`src/rtl/pt_timer_consts.vh`:
```
`ifndef PT_TIMER_CONSTS_VH
`define PT_TIMER_CONSTS_VH

// Register byte offsets
`define PT_OFS_COUNT      5'h00
`define PT_OFS_PERIOD     5'h04
`define PT_OFS_CTRL       5'h08
`define PT_OFS_DUTY       5'h0c
`define PT_OFS_STATUS     5'h10
`define PT_OFS_CLKDIV     5'h14

// Control register fields
`define PT_CTRL_RUN_BIT   7
`define PT_CTRL_MODE_MSB  4
`define PT_CTRL_MODE_LSB  0

// Status register fields
`define PT_STAT_PWM_BIT   0
`define PT_STAT_RUN_BIT   1
`define PT_STAT_ARM_BIT   2
`define PT_STAT_EXT_BIT   3

// Reset values
`define PT_RST_COUNT      8'h00
`define PT_RST_PERIOD     8'hff
`define PT_RST_DUTY       8'h00
`define PT_RST_MODE       5'h00
`define PT_RST_CLKDIV     8'h00

// Mode codes
`define PT_MODE_SWGATE    5'h00
`define PT_MODE_GATE_HI   5'h01
`define PT_MODE_GATE_LO   5'h02
`define PT_MODE_LIM_ANY   5'h03
`define PT_MODE_LIM_RISE  5'h04
`define PT_MODE_LIM_FALL  5'h05
`define PT_MODE_LVL_LO    5'h06
`define PT_MODE_LVL_HI    5'h07
`define PT_MODE_OS_SW     5'h08
`define PT_MODE_OS_RISE   5'h09
`define PT_MODE_OS_FALL   5'h0a
`define PT_MODE_OS_ANY    5'h0b
`define PT_MODE_HL_RISE   5'h0c
`define PT_MODE_HL_FALL   5'h0d
`define PT_MODE_LR_LO     5'h0e
`define PT_MODE_LR_HI     5'h0f

// Timing counts in timer clocks
`define PT_HOLD_TICKS     2'h2
`define PT_LVL_TICKS      2'h2

`endif

```
`src/rtl/pt_timer.v`:
```
`include "pt_timer_consts.vh"

module pt_timer (
	input  wire        core_clk,
	input  wire        srst,
	input  wire [4:0]  avs_address,
	input  wire        avs_read,
	input  wire        avs_write,
	input  wire [31:0] avs_writedata,
	output reg  [31:0] avs_readdata,
	output wire        avs_waitrequest,
	input  wire        external_reset_input,
	output reg         pwm_out,
	output reg  [7:0]  tb_count,
	output reg         period_match
);

	// Mode decoding
	function is_oneshot;
		input [4:0] m;
		begin
			is_oneshot = (m >= `PT_MODE_OS_SW) && (m <= `PT_MODE_LR_HI);
		end
	endfunction

	function is_edge_start;
		input [4:0] m;
		begin
			is_edge_start = (m >= `PT_MODE_OS_RISE) && (m <= `PT_MODE_LR_HI);
		end
	endfunction

	function is_lvl_limit;
		input [4:0] m;
		begin
			is_lvl_limit = (m == `PT_MODE_LVL_LO) || (m == `PT_MODE_LVL_HI);
		end
	endfunction

	function is_lvl_oneshot;
		input [4:0] m;
		begin
			is_lvl_oneshot = (m == `PT_MODE_LR_LO) || (m == `PT_MODE_LR_HI);
		end
	endfunction

	function is_hl_oneshot;
		input [4:0] m;
		begin
			is_hl_oneshot = (m == `PT_MODE_HL_RISE) || (m == `PT_MODE_HL_FALL);
		end
	endfunction

	function is_edge_limit;
		input [4:0] m;
		begin
			is_edge_limit = (m >= `PT_MODE_LIM_ANY) && (m <= `PT_MODE_LIM_FALL);
		end
	endfunction

	reg        ack_reg;
	reg [7:0]  period_reg;
	reg [7:0]  duty_reg;
	reg [4:0]  mode_reg;
	reg [7:0]  clkdiv_reg;
	reg        run_reg;
	reg [7:0]  div_cnt_reg;
	reg        tick_reg;
	reg        run_s1_reg;
	reg        run_s2_reg;
	reg        run_prev_reg;
	reg        ers_s1_reg;
	reg        ers_s2_reg;
	reg        ers_prev_reg;
	reg        started_reg;
	reg [1:0]  hold_reg;
	reg [1:0]  lvl_cnt_reg;

	wire       bus_req;
	wire       do_write;
	wire       wr_count;
	wire       wr_ctrl;
	wire       run;
	wire       rise;
	wire       fall;
	wire       sel_edge;
	wire       gate_ok;
	wire       lvl_rst;
	wire       lvl_held;
	wire       lvl_release;
	wire       start_evt;
	wire       retrig_evt;
	wire       match;
	wire       duty_hit;
	wire       sw_start;
	wire       hw_clr_run;
	reg        inc_raw;
	wire       inc;
	wire       pwm_set;
	wire       pwm_clr;
	reg [31:0] rd_next;

	// Avalon slave: one wait cycle on every access
	assign bus_req         = avs_read | avs_write;
	assign avs_waitrequest = bus_req & ~ack_reg;
	assign do_write        = avs_write & ack_reg;
	assign wr_count        = do_write && (avs_address == `PT_OFS_COUNT);
	assign wr_ctrl         = do_write && (avs_address == `PT_OFS_CTRL);

	always @(posedge core_clk) begin
		if (srst) begin
			ack_reg <= 1'b0;
		end else begin
			ack_reg <= bus_req & ~ack_reg;
		end
	end

	always @* begin
		rd_next = 32'h0000_0000;
		case (avs_address)
			`PT_OFS_COUNT: begin
				rd_next[7:0] = tb_count;
			end
			`PT_OFS_PERIOD: begin
				rd_next[7:0] = period_reg;
			end
			`PT_OFS_CTRL: begin
				rd_next[`PT_CTRL_RUN_BIT] = run_reg;
				rd_next[`PT_CTRL_MODE_MSB:`PT_CTRL_MODE_LSB] = mode_reg;
			end
			`PT_OFS_DUTY: begin
				rd_next[7:0] = duty_reg;
			end
			`PT_OFS_STATUS: begin
				rd_next[`PT_STAT_PWM_BIT] = pwm_out;
				rd_next[`PT_STAT_RUN_BIT] = run_s2_reg;
				rd_next[`PT_STAT_ARM_BIT] = started_reg;
				rd_next[`PT_STAT_EXT_BIT] = ers_s2_reg;
			end
			`PT_OFS_CLKDIV: begin
				rd_next[7:0] = clkdiv_reg;
			end
			default: begin
				rd_next = 32'h0000_0000;
			end
		endcase
	end

	always @(posedge core_clk) begin
		if (srst) begin
			avs_readdata <= 32'h0000_0000;
		end else if (avs_read & ~ack_reg) begin
			avs_readdata <= rd_next;
		end
	end

	// Software registers; a write of the run bit wins over a hardware clear
	always @(posedge core_clk) begin
		if (srst) begin
			period_reg <= `PT_RST_PERIOD;
			duty_reg   <= `PT_RST_DUTY;
			mode_reg   <= `PT_RST_MODE;
			clkdiv_reg <= `PT_RST_CLKDIV;
			run_reg    <= 1'b0;
		end else begin
			if (do_write && (avs_address == `PT_OFS_PERIOD)) begin
				period_reg <= avs_writedata[7:0];
			end
			if (do_write && (avs_address == `PT_OFS_DUTY)) begin
				duty_reg <= avs_writedata[7:0];
			end
			if (do_write && (avs_address == `PT_OFS_CLKDIV)) begin
				clkdiv_reg <= avs_writedata[7:0];
			end
			if (wr_ctrl) begin
				mode_reg <= avs_writedata[`PT_CTRL_MODE_MSB:`PT_CTRL_MODE_LSB];
				run_reg  <= avs_writedata[`PT_CTRL_RUN_BIT];
			end else if (hw_clr_run) begin
				run_reg <= 1'b0;
			end
		end
	end

	// Timer clock enable
	always @(posedge core_clk) begin
		if (srst) begin
			div_cnt_reg <= 8'h00;
			tick_reg    <= 1'b0;
		end else if (div_cnt_reg >= clkdiv_reg) begin
			div_cnt_reg <= 8'h00;
			tick_reg    <= 1'b1;
		end else begin
			div_cnt_reg <= div_cnt_reg + 8'h01;
			tick_reg    <= 1'b0;
		end
	end

	// External input synchroniser
	always @(posedge core_clk) begin
		if (srst) begin
			ers_s1_reg <= 1'b0;
			ers_s2_reg <= 1'b0;
		end else begin
			ers_s1_reg <= external_reset_input;
			ers_s2_reg <= ers_s1_reg;
		end
	end

	// Run bit crosses into timer clocks; a hardware clear empties the chain
	always @(posedge core_clk) begin
		if (srst) begin
			run_s1_reg   <= 1'b0;
			run_s2_reg   <= 1'b0;
			run_prev_reg <= 1'b0;
			ers_prev_reg <= 1'b0;
		end else if (hw_clr_run) begin
			run_s1_reg   <= 1'b0;
			run_s2_reg   <= 1'b0;
			run_prev_reg <= 1'b0;
			ers_prev_reg <= ers_s2_reg;
		end else if (tick_reg) begin
			run_s1_reg   <= run_reg;
			run_s2_reg   <= run_s1_reg;
			run_prev_reg <= run_s2_reg;
			ers_prev_reg <= ers_s2_reg;
		end
	end

	assign run  = run_s2_reg;
	assign rise = ers_s2_reg & ~ers_prev_reg;
	assign fall = ~ers_s2_reg & ers_prev_reg;

	assign sel_edge =
		((mode_reg == `PT_MODE_LIM_ANY) || (mode_reg == `PT_MODE_OS_ANY)) ? (rise | fall) :
		((mode_reg == `PT_MODE_LIM_RISE) || (mode_reg == `PT_MODE_OS_RISE) ||
		 (mode_reg == `PT_MODE_HL_RISE) || (mode_reg == `PT_MODE_LR_LO)) ? rise :
		((mode_reg == `PT_MODE_LIM_FALL) || (mode_reg == `PT_MODE_OS_FALL) ||
		 (mode_reg == `PT_MODE_HL_FALL) || (mode_reg == `PT_MODE_LR_HI)) ? fall : 1'b0;

	assign gate_ok = (mode_reg == `PT_MODE_GATE_HI) ? ers_s2_reg :
		(mode_reg == `PT_MODE_GATE_LO) ? ~ers_s2_reg : 1'b1;

	assign lvl_rst = ((mode_reg == `PT_MODE_LVL_LO) || (mode_reg == `PT_MODE_LR_LO)) ? ~ers_s2_reg :
		((mode_reg == `PT_MODE_LVL_HI) || (mode_reg == `PT_MODE_LR_HI)) ? ers_s2_reg : 1'b0;

	assign lvl_held    = is_lvl_limit(mode_reg) && (lvl_cnt_reg == `PT_LVL_TICKS);
	assign lvl_release = lvl_held & ~lvl_rst;

	assign start_evt  = is_edge_start(mode_reg) & run & ~started_reg & sel_edge;
	assign retrig_evt = (is_edge_limit(mode_reg) & run & sel_edge) |
		(is_hl_oneshot(mode_reg) & run & started_reg & sel_edge);

	always @* begin
		case (mode_reg)
			`PT_MODE_SWGATE, `PT_MODE_GATE_HI, `PT_MODE_GATE_LO: begin
				inc_raw = run & gate_ok;
			end
			`PT_MODE_LIM_ANY, `PT_MODE_LIM_RISE, `PT_MODE_LIM_FALL, `PT_MODE_OS_SW: begin
				inc_raw = run;
			end
			`PT_MODE_LVL_LO, `PT_MODE_LVL_HI: begin
				inc_raw = run & ~lvl_held;
			end
			`PT_MODE_OS_RISE, `PT_MODE_OS_FALL, `PT_MODE_OS_ANY, `PT_MODE_HL_RISE, `PT_MODE_HL_FALL: begin
				inc_raw = run & started_reg;
			end
			`PT_MODE_LR_LO, `PT_MODE_LR_HI: begin
				inc_raw = run & started_reg & ~lvl_rst;
			end
			default: begin
				inc_raw = 1'b0;
			end
		endcase
	end

	assign inc        = tick_reg & inc_raw & (hold_reg == 2'h0) & ~retrig_evt & ~lvl_release;
	assign match      = (tb_count == period_reg);
	assign duty_hit   = (tb_count == duty_reg);
	assign hw_clr_run = inc & match & is_oneshot(mode_reg);
	assign sw_start   = (mode_reg == `PT_MODE_OS_SW) & run & ~run_prev_reg & (tb_count == 8'h00);

	// Drive starts: cycle wrap, hold expiry, start edge, reset edges, software start
	assign pwm_set = tick_reg & (
		(inc & match & ~is_oneshot(mode_reg)) |
		(hold_reg == 2'h1) |
		start_evt |
		(retrig_evt & is_hl_oneshot(mode_reg)) |
		sw_start);
	assign pwm_clr = inc & duty_hit;

	// Counter and start state
	always @(posedge core_clk) begin
		if (srst) begin
			tb_count     <= `PT_RST_COUNT;
			hold_reg     <= 2'h0;
			lvl_cnt_reg  <= 2'h0;
			started_reg  <= 1'b0;
			period_match <= 1'b0;
		end else begin
			period_match <= inc & match;
			if (tick_reg) begin
				if (~run | ~lvl_rst | ~is_lvl_limit(mode_reg)) begin
					lvl_cnt_reg <= 2'h0;
				end else if (lvl_cnt_reg != `PT_LVL_TICKS) begin
					lvl_cnt_reg <= lvl_cnt_reg + 2'h1;
				end
				if (~run | hw_clr_run) begin
					started_reg <= 1'b0;
				end else if (is_lvl_oneshot(mode_reg) & lvl_rst) begin
					started_reg <= 1'b0;
				end else if (start_evt) begin
					started_reg <= 1'b1;
				end
			end
			if (wr_count) begin
				tb_count <= avs_writedata[7:0];
			end else if (tick_reg) begin
				if (retrig_evt) begin
					tb_count <= 8'h00;
					hold_reg <= `PT_HOLD_TICKS;
				end else if (lvl_release) begin
					tb_count <= 8'h00;
					hold_reg <= `PT_HOLD_TICKS;
				end else if (lvl_held | (is_lvl_oneshot(mode_reg) & lvl_rst)) begin
					tb_count <= 8'h00;
				end else if (hold_reg != 2'h0) begin
					tb_count <= 8'h00;
					hold_reg <= hold_reg - 2'h1;
				end else if (inc) begin
					if (match) begin
						tb_count <= 8'h00;
					end else begin
						tb_count <= tb_count + 8'h01;
					end
				end
			end
		end
	end

	// PWM drive; a start wins over a duty match in the same tick
	always @(posedge core_clk) begin
		if (srst) begin
			pwm_out <= 1'b0;
		end else if (pwm_set) begin
			pwm_out <= 1'b1;
		end else if (pwm_clr) begin
			pwm_out <= 1'b0;
		end
	end

endmodule

```
`config.mk`:
```
export PLATFORM = sky130hd
export DESIGN_NAME = pt_timer
export DESIGN_NICKNAME = d
export VERILOG_FILES = /design/src/rtl/pt_timer.v
export VERILOG_INCLUDE_DIRS = /design/src /design/src/rtl
export SDC_FILE = /design/constraint.sdc
export NUM_CORES = 1
export LEC_CHECK = 0
export BUFFER_PORTS_ARGS = -buffer_cell sky130_fd_sc_hd__buf_2
export CORE_MARGIN = 5
export CORE_UTILIZATION = 60
export CTS_BUF_LIST = sky130_fd_sc_hd__clkbuf_2
export DETAILED_ROUTE_END_ITERATION = 6
export GPL_TIMING_DRIVEN = 0
export PLACE_DENSITY = 0.95
export SYNTH_ARGS = -nofsm -noshare
export SYNTH_HDL_FRONTEND = slang
export SYNTH_SLANG_ARGS = --single-unit
export TNS_END_PERCENT = 30
```
`constraint.sdc`:
```
create_clock -name core_clk -period 5.98 [get_ports core_clk]
set_input_delay 0.299 -clock core_clk [delete_from_list [all_inputs] [get_ports core_clk]]
set_output_delay 0.299 -clock core_clk [all_outputs]
set_load 0.1 [all_outputs]
```
======== Word-level counts from Yosys, hierarchy flattened ========
Index checks and enable logic that the tools add are counted.
W data, S select, Z words.
storage, ports and cells
  input bits .............................. 42
  memory bits (read-only) ................. 0
  register bits after elaboration ......... 69
  bits in writable memories ............... 0
  latch bits .............................. 0
  word-level logic and storage cells ...... 194
  memories ................................ 0
  output and inout bits ................... 43
operators by class
  mux-type cells .......................... 36
  bitwise gates (word level) .............. 56
  $lt $le $gt $ge ......................... 6
  $mul .................................... 0
  reductions and logical operators ........ 45
  add/sub/neg operators ................... 4
  eq/ne operators ......................... 26
  shifts and indexed selects .............. 0
  divide/modulo/power cells ............... 0
operators with widths
  cell                   number
  $mux W8                8
  $eq A5 B4 Y1 const B   10
  $and A1 B1 Y1          32
  $eq A5 B3 Y1 const B   5
  $pmux W4 S6            1
  $mux W1                17
  $add A8 B1 Y8 const B  2
  $eq A8 B8 Y1           2
  $pmux W1 S5            3
  $not A1 Y1             13
  $logic_or A1 B1 Y1     12
  $mux W2                6
  $reduce_bool A2 Y1     6
  $or A1 B1 Y1           11
  $eq A5 B2 Y1 const B   2
  $eq A5 B5 Y1 const B   2
  $ge A5 B4 Y1 const B   2
  $logic_not A5 Y1       2
  $logic_and A1 B1 Y1    9
  $ge A8 B8 Y1           1
  $logic_not A8 Y1       1
  $pmux W2 S4            1
  $reduce_or A2 Y1       4
  $reduce_and A2 Y1      3
  17 further kinds       18

======== Logic depth before layout (Yosys ltp) ========
  depth in word-level cells ............... 20
  gate-level depth with buffers ........... 8
  mapped depth without buffers ............ 8

======== Worst setup path after synthesis ========
Ideal clock, no wire load.
  path type ............................... register -> register
  from .................................... register tb_count[0]
  to ...................................... register pwm_out
  path buffers ............................ 2
  setup time .............................. 0.092 ns
  stages on the path, launching flop included .. 9
  path slack .............................. 3.455 ns
  period minus slack after synthesis ...... 2.525 ns
  required time ........................... 5.888 ns
  arrival time ............................ 2.433 ns
  path through ............................ dfxtp_1 -> clkbuf_1 -> xnor2_1 -> nand4_1 -> nor2_1 -> clkbuf_1 -> nand2_1 -> o31a_1 -> o32ai_1
on the way
  cells in the longest elaborated chain, start to end .. 9
  elaborated cells between the ends (all ways) .. 14
  classes of those cells .................. eq/ne (2); mux (1); bitwise (9); reduce/logical (2)
ends and longest elaborated chain
  what                                           RTL line        source
  start, declared                                pt_timer.v:14   output reg [7:0] tb_count,
  start signal, assigned                         pt_timer.v:294  tb_count <= `PT_RST_COUNT;
  start signal, assigned                         pt_timer.v:316  tb_count <= avs_writedata[7:0];
  start signal, assigned                         pt_timer.v:333  tb_count <= tb_count + 8'h01;
  $eq A8 B8 Y1                                   pt_timer.v:277  assign match = (tb_count == period_reg);
  $and A1 B1 Y1 (2 in a row)                     pt_timer.v:284  (inc & match & ~is_oneshot(mode_reg)) |
  $or A1 B1 Y1                                   pt_timer.v:284
  $or A1 B1 Y1                                   pt_timer.v:285  (hold_reg == 2'h1) |
  $or A1 B1 Y1                                   pt_timer.v:286  start_evt |
  $or A1 B1 Y1                                   pt_timer.v:287  (retrig_evt & is_hl_oneshot(mode_reg)) |
  $and A1 B1 Y1                                  pt_timer.v:283  assign pwm_set = tick_reg & (
  $mux W1 or $reduce_bool A2 Y1 (tied branches)  -
  end signal, assigned                           pt_timer.v:343  pwm_out <= 1'b0;
  end signal, assigned                           pt_timer.v:345  pwm_out <= 1'b1;
  end signal, assigned                           pt_timer.v:347  pwm_out <= 1'b0;
  end, declared                                  pt_timer.v:13   output reg pwm_out,
Parallel ways exist; a longest one is shown, timed or not.
A chain may end at the register's enable or synchronous reset.

======== Worst setup path in the final report ========
  from .................................... register ers_s2_reg
  to ...................................... register started_reg
on the way
  cells in the longest elaborated chain, start to end .. 15
  elaborated cells between the ends (all ways) .. 34
  classes of those cells .................. mux (10); bitwise (22); reduce/logical (2)
ends and longest elaborated chain
  what                                                                  RTL line        source
  start, declared                                                       pt_timer.v:73   reg ers_s2_reg;
  start signal, assigned                                                pt_timer.v:205  ers_s2_reg <= ers_s1_reg;
  parallel branches: the longest is 15 deep, another holds $pmux W1 S5  -
  end signal, assigned                                                  pt_timer.v:308  started_reg <= 1'b0;
  end signal, assigned                                                  pt_timer.v:310  started_reg <= 1'b0;
  end signal, assigned                                                  pt_timer.v:312  started_reg <= 1'b1;
  end, declared                                                         pt_timer.v:75   reg started_reg;
Several ways; the timed one is not identified.

==> impl_results.md <==
* Area contributors post-synth: dfxtp_1, mux2i_1, ha_1, buf_4, nor2_1
* Async SR Flop Fraction at 0
* CORE AREA at 6830 sq um
* Crit-path slowest cell: o22ai_1
* Placed instance area at about 4600 sq um
* Warnings from Yosys at 0
* CTS sink cnt at 69
* Post-synth EDFFs at 0
* CP Max Fanout at 7
* Simple-Gate Fraction of Synth Area at 0.201
* Residual DRC count at 5
* Fin crit period at roughly 2.6 ns
* Final Net Count at 631
* Post-synthesis xor/xnor area fraction at 0.0478
* Syn avg cell area at ~8.4 sq um
* Setup TNS at 0 ns
* Drt total wl at 12100 um
* WP buf/inv at 1
* VDD IR max at about 0.17 mV
* Seq/Total Area, Yosys at 0.327
* GRT met1 Usage at 0.354
* Post-CTS resize count at 0
* Final ANT Viol Nets at 0
* RSZ-0062 raised after global routing: false
* Compound-Gate Fraction of Synth Area at 0.199
* Share of cells above drive strength 1 at 0.157
* Relative slew slack at 0.383
* Dominant cell type by area after synthesis: dfxtp_1
* Die Ht at 93.8 um
* Post-route worst setup slack at approximately 3.4 ns
* Vias in the first global route at roughly 4100
* Worst min path class: input port to register
* # IOs at 85
* Final setup viols at 0
* GP Congestion at 0.959
* Max Freq at 391 MHz
* Synth unique cells at 63
* Post-Synth Adder-Cell Area at 0.0498
* H-tree levels at 3
* Worst path cell trace: inv_1 -> ha_1 -> a31oi_1 -> nand2_1 -> o22ai_1 -> nor4b_2 -> a2111oi_0
* Largest family of logic cells by synthesized area: simple AND/OR/NAND/NOR gates
* Grt ovf at 0
* CP Data Required Time at about 6.4 ns
* Num CTS Buffers at 9
* Share of the synthesized area in the top cell type at 0.327
* Met2 GRT Util at 0.461
* Synth Flop Type: dfxtp_1
* First drt pass iteration count at 7
* Clock root buffer: clkbuf_2
* Post-synthesis cell area at 4220 sq um
* DP HPWL at 8980 um
* Top-count cell post-synth: dfxtp_1
* PortBufs at 33
* Pwr Total at 0.000997 W
* Final instance area at approximately 4700 sq um
* Clock Skew at 0.0325 ns
* Util after Layout at 0.693
* Multiplexer share of the synthesized area at 0.0783
* First-pass GRT wire length at 19700 um
* Initial antenna violation count at 0
* Diodes inserted at 0
* Worst skew pair latency at 0.55 ns
* Clk buf depth at 2
* Outcome: finished, violations left
* Die Wd at 93.8 um
* Startpoint Class: register
* CP Capture Type: register
* Vias at 4246
* Placement Setup Slack at 3.45 ns
* Critical Path Max Stage Delay at 0.54 ns
* Clock-pin transition on the worst setup and hold timing paths at approximately 0.22 ns
* Starting Density at 0.617
* Tcrit/Tclk final at 0.428
* LEAKAGE at a little under 2 nW
* Initial DRC Count at between 600 and 700
* Routed len/inst at roughly 18 um
* Die Area at just under 9000 sq um
* Row count at 30
* CTS tree: done
* Violated checks: DRC
* Via density at 6.30
* Area grow syn2layout at 12.3%
* Busiest grt layer: met2
* Global Route Usage Sum at 0.281
* Global routing met3 resource utilization at 0.0641
* Power per Cell Area at 211 nW/um^2
* Worst-Margin Slew at ~0.9 ns
* Hold Vio Cnt, Final at 0
* Flops & latches, synth at a little under 70
* WS Path Type: register to register
* CP Data Arrival Time at 2.98 ns
* Largest delay contributor family on the critical path: compound AO/OA/AOI/OAI gates
* Synthesized instance count at between 500 and 600
* Max-cap violations at 0
* Commonest cells in the netlist: dfxtp_1, nor2_1, nand2_1
* Largest net degree at the start of global routing at 13
* Flop2flop setup slack at 3.42 ns
* Fin. max-slew vios at 0
[power by group]
part	switching [W]	internal, W	leakage (nW)
Combinational	0.000156	0.0000480	1.32
Sequential	0.00000743	0.000468	0.558
Clock	0.000181	0.000136	0.0809
[tightest hold or removal path: cells and delay by family]
kind | cells | cell delay [ns]
buffers and inverters | 1 | 0.09
AND/OR/NAND/NOR | 2 | 0.18
[kinds of logic (layout without fill, tap and decap cells)]
logic type                 count (synthesis)  after routing
xor gates and xnor gates                  23             23
buffers and inverters                     80            130
adders and majority gates                 17             17
other                                      1             24
muxes                                     33             33
AOI/OAI and AO/OA                        121            121
and+or+nand+nor                          161            161
DFF                                       69             69
[final timing paths]
kind	start	endpoint	depth (start not counted)
max	ers_s2_reg	started_reg	7
min reg2reg	ers_s1_reg	ers_s2_reg	1
max reg2reg	ers_s2_reg	started_reg	7
min	avs_read	ack_reg	3
[metal layers]
metal  vias to the layer above  part of all wire
met5                         -                 0
met4                         0             0.040
met3                        72              0.12
met2                       337              0.46
met1                      1936              0.39
li1                       1901                 -
[through the flow]
stage / hold WS (ns) / std cells
floorplan: 0.414 / 528
global placement: 0.426 / 657
detailed placement: 0.432 / 657
CTS: 0.0777 / 674
global route: 0.0566 / 674
finish: 0.0555 / 674
[area by class of cell]
cell class | instances | area (sq um)
flip-flops and latches | 69 | 1380
plain buffers | 54 | 308
repair buffers | 34 | 175
multi-input cells | 379 | 2520
fillers | 559 | 2100
well taps | 96 | 120
clock inverters | 7 | 90.1
inverters | 26 | 97.6
clock buffers | 9 | 45.0
[layout by cell type, fill, tap and decap left out, types with 7 or more instances in the layout]
master    netlist  routed
a22o_1          7       7
nor2_1         47      47
ha_1           16      16
xnor2_1        19      19
clkbuf_1       20      20
nor2b_1         8       8
nand2b_1        8       8
mux2i_1        33      33
and3_1          9       9
a22oi_1        13      13
buf_2           6      39
conb_1          1      24
a211oi_1        7       7
buf_4          24      24
inv_1          26      26
clkbuf_2        0       9
a221oi_1        8       8
a21oi_1        28      28
dfxtp_1        69      69
o21ai_0        20      20
nand2_1        42      42
nand3_1         8       8
[timing repair]
item,4_1_cts,5_1_grt
hold buffers,1,0
hold endpoints to repair,1,0
endpoints found under the setup margin,0,0
setup buffers,0,0
No activity file was read; power rests on OpenSTA's default activity.
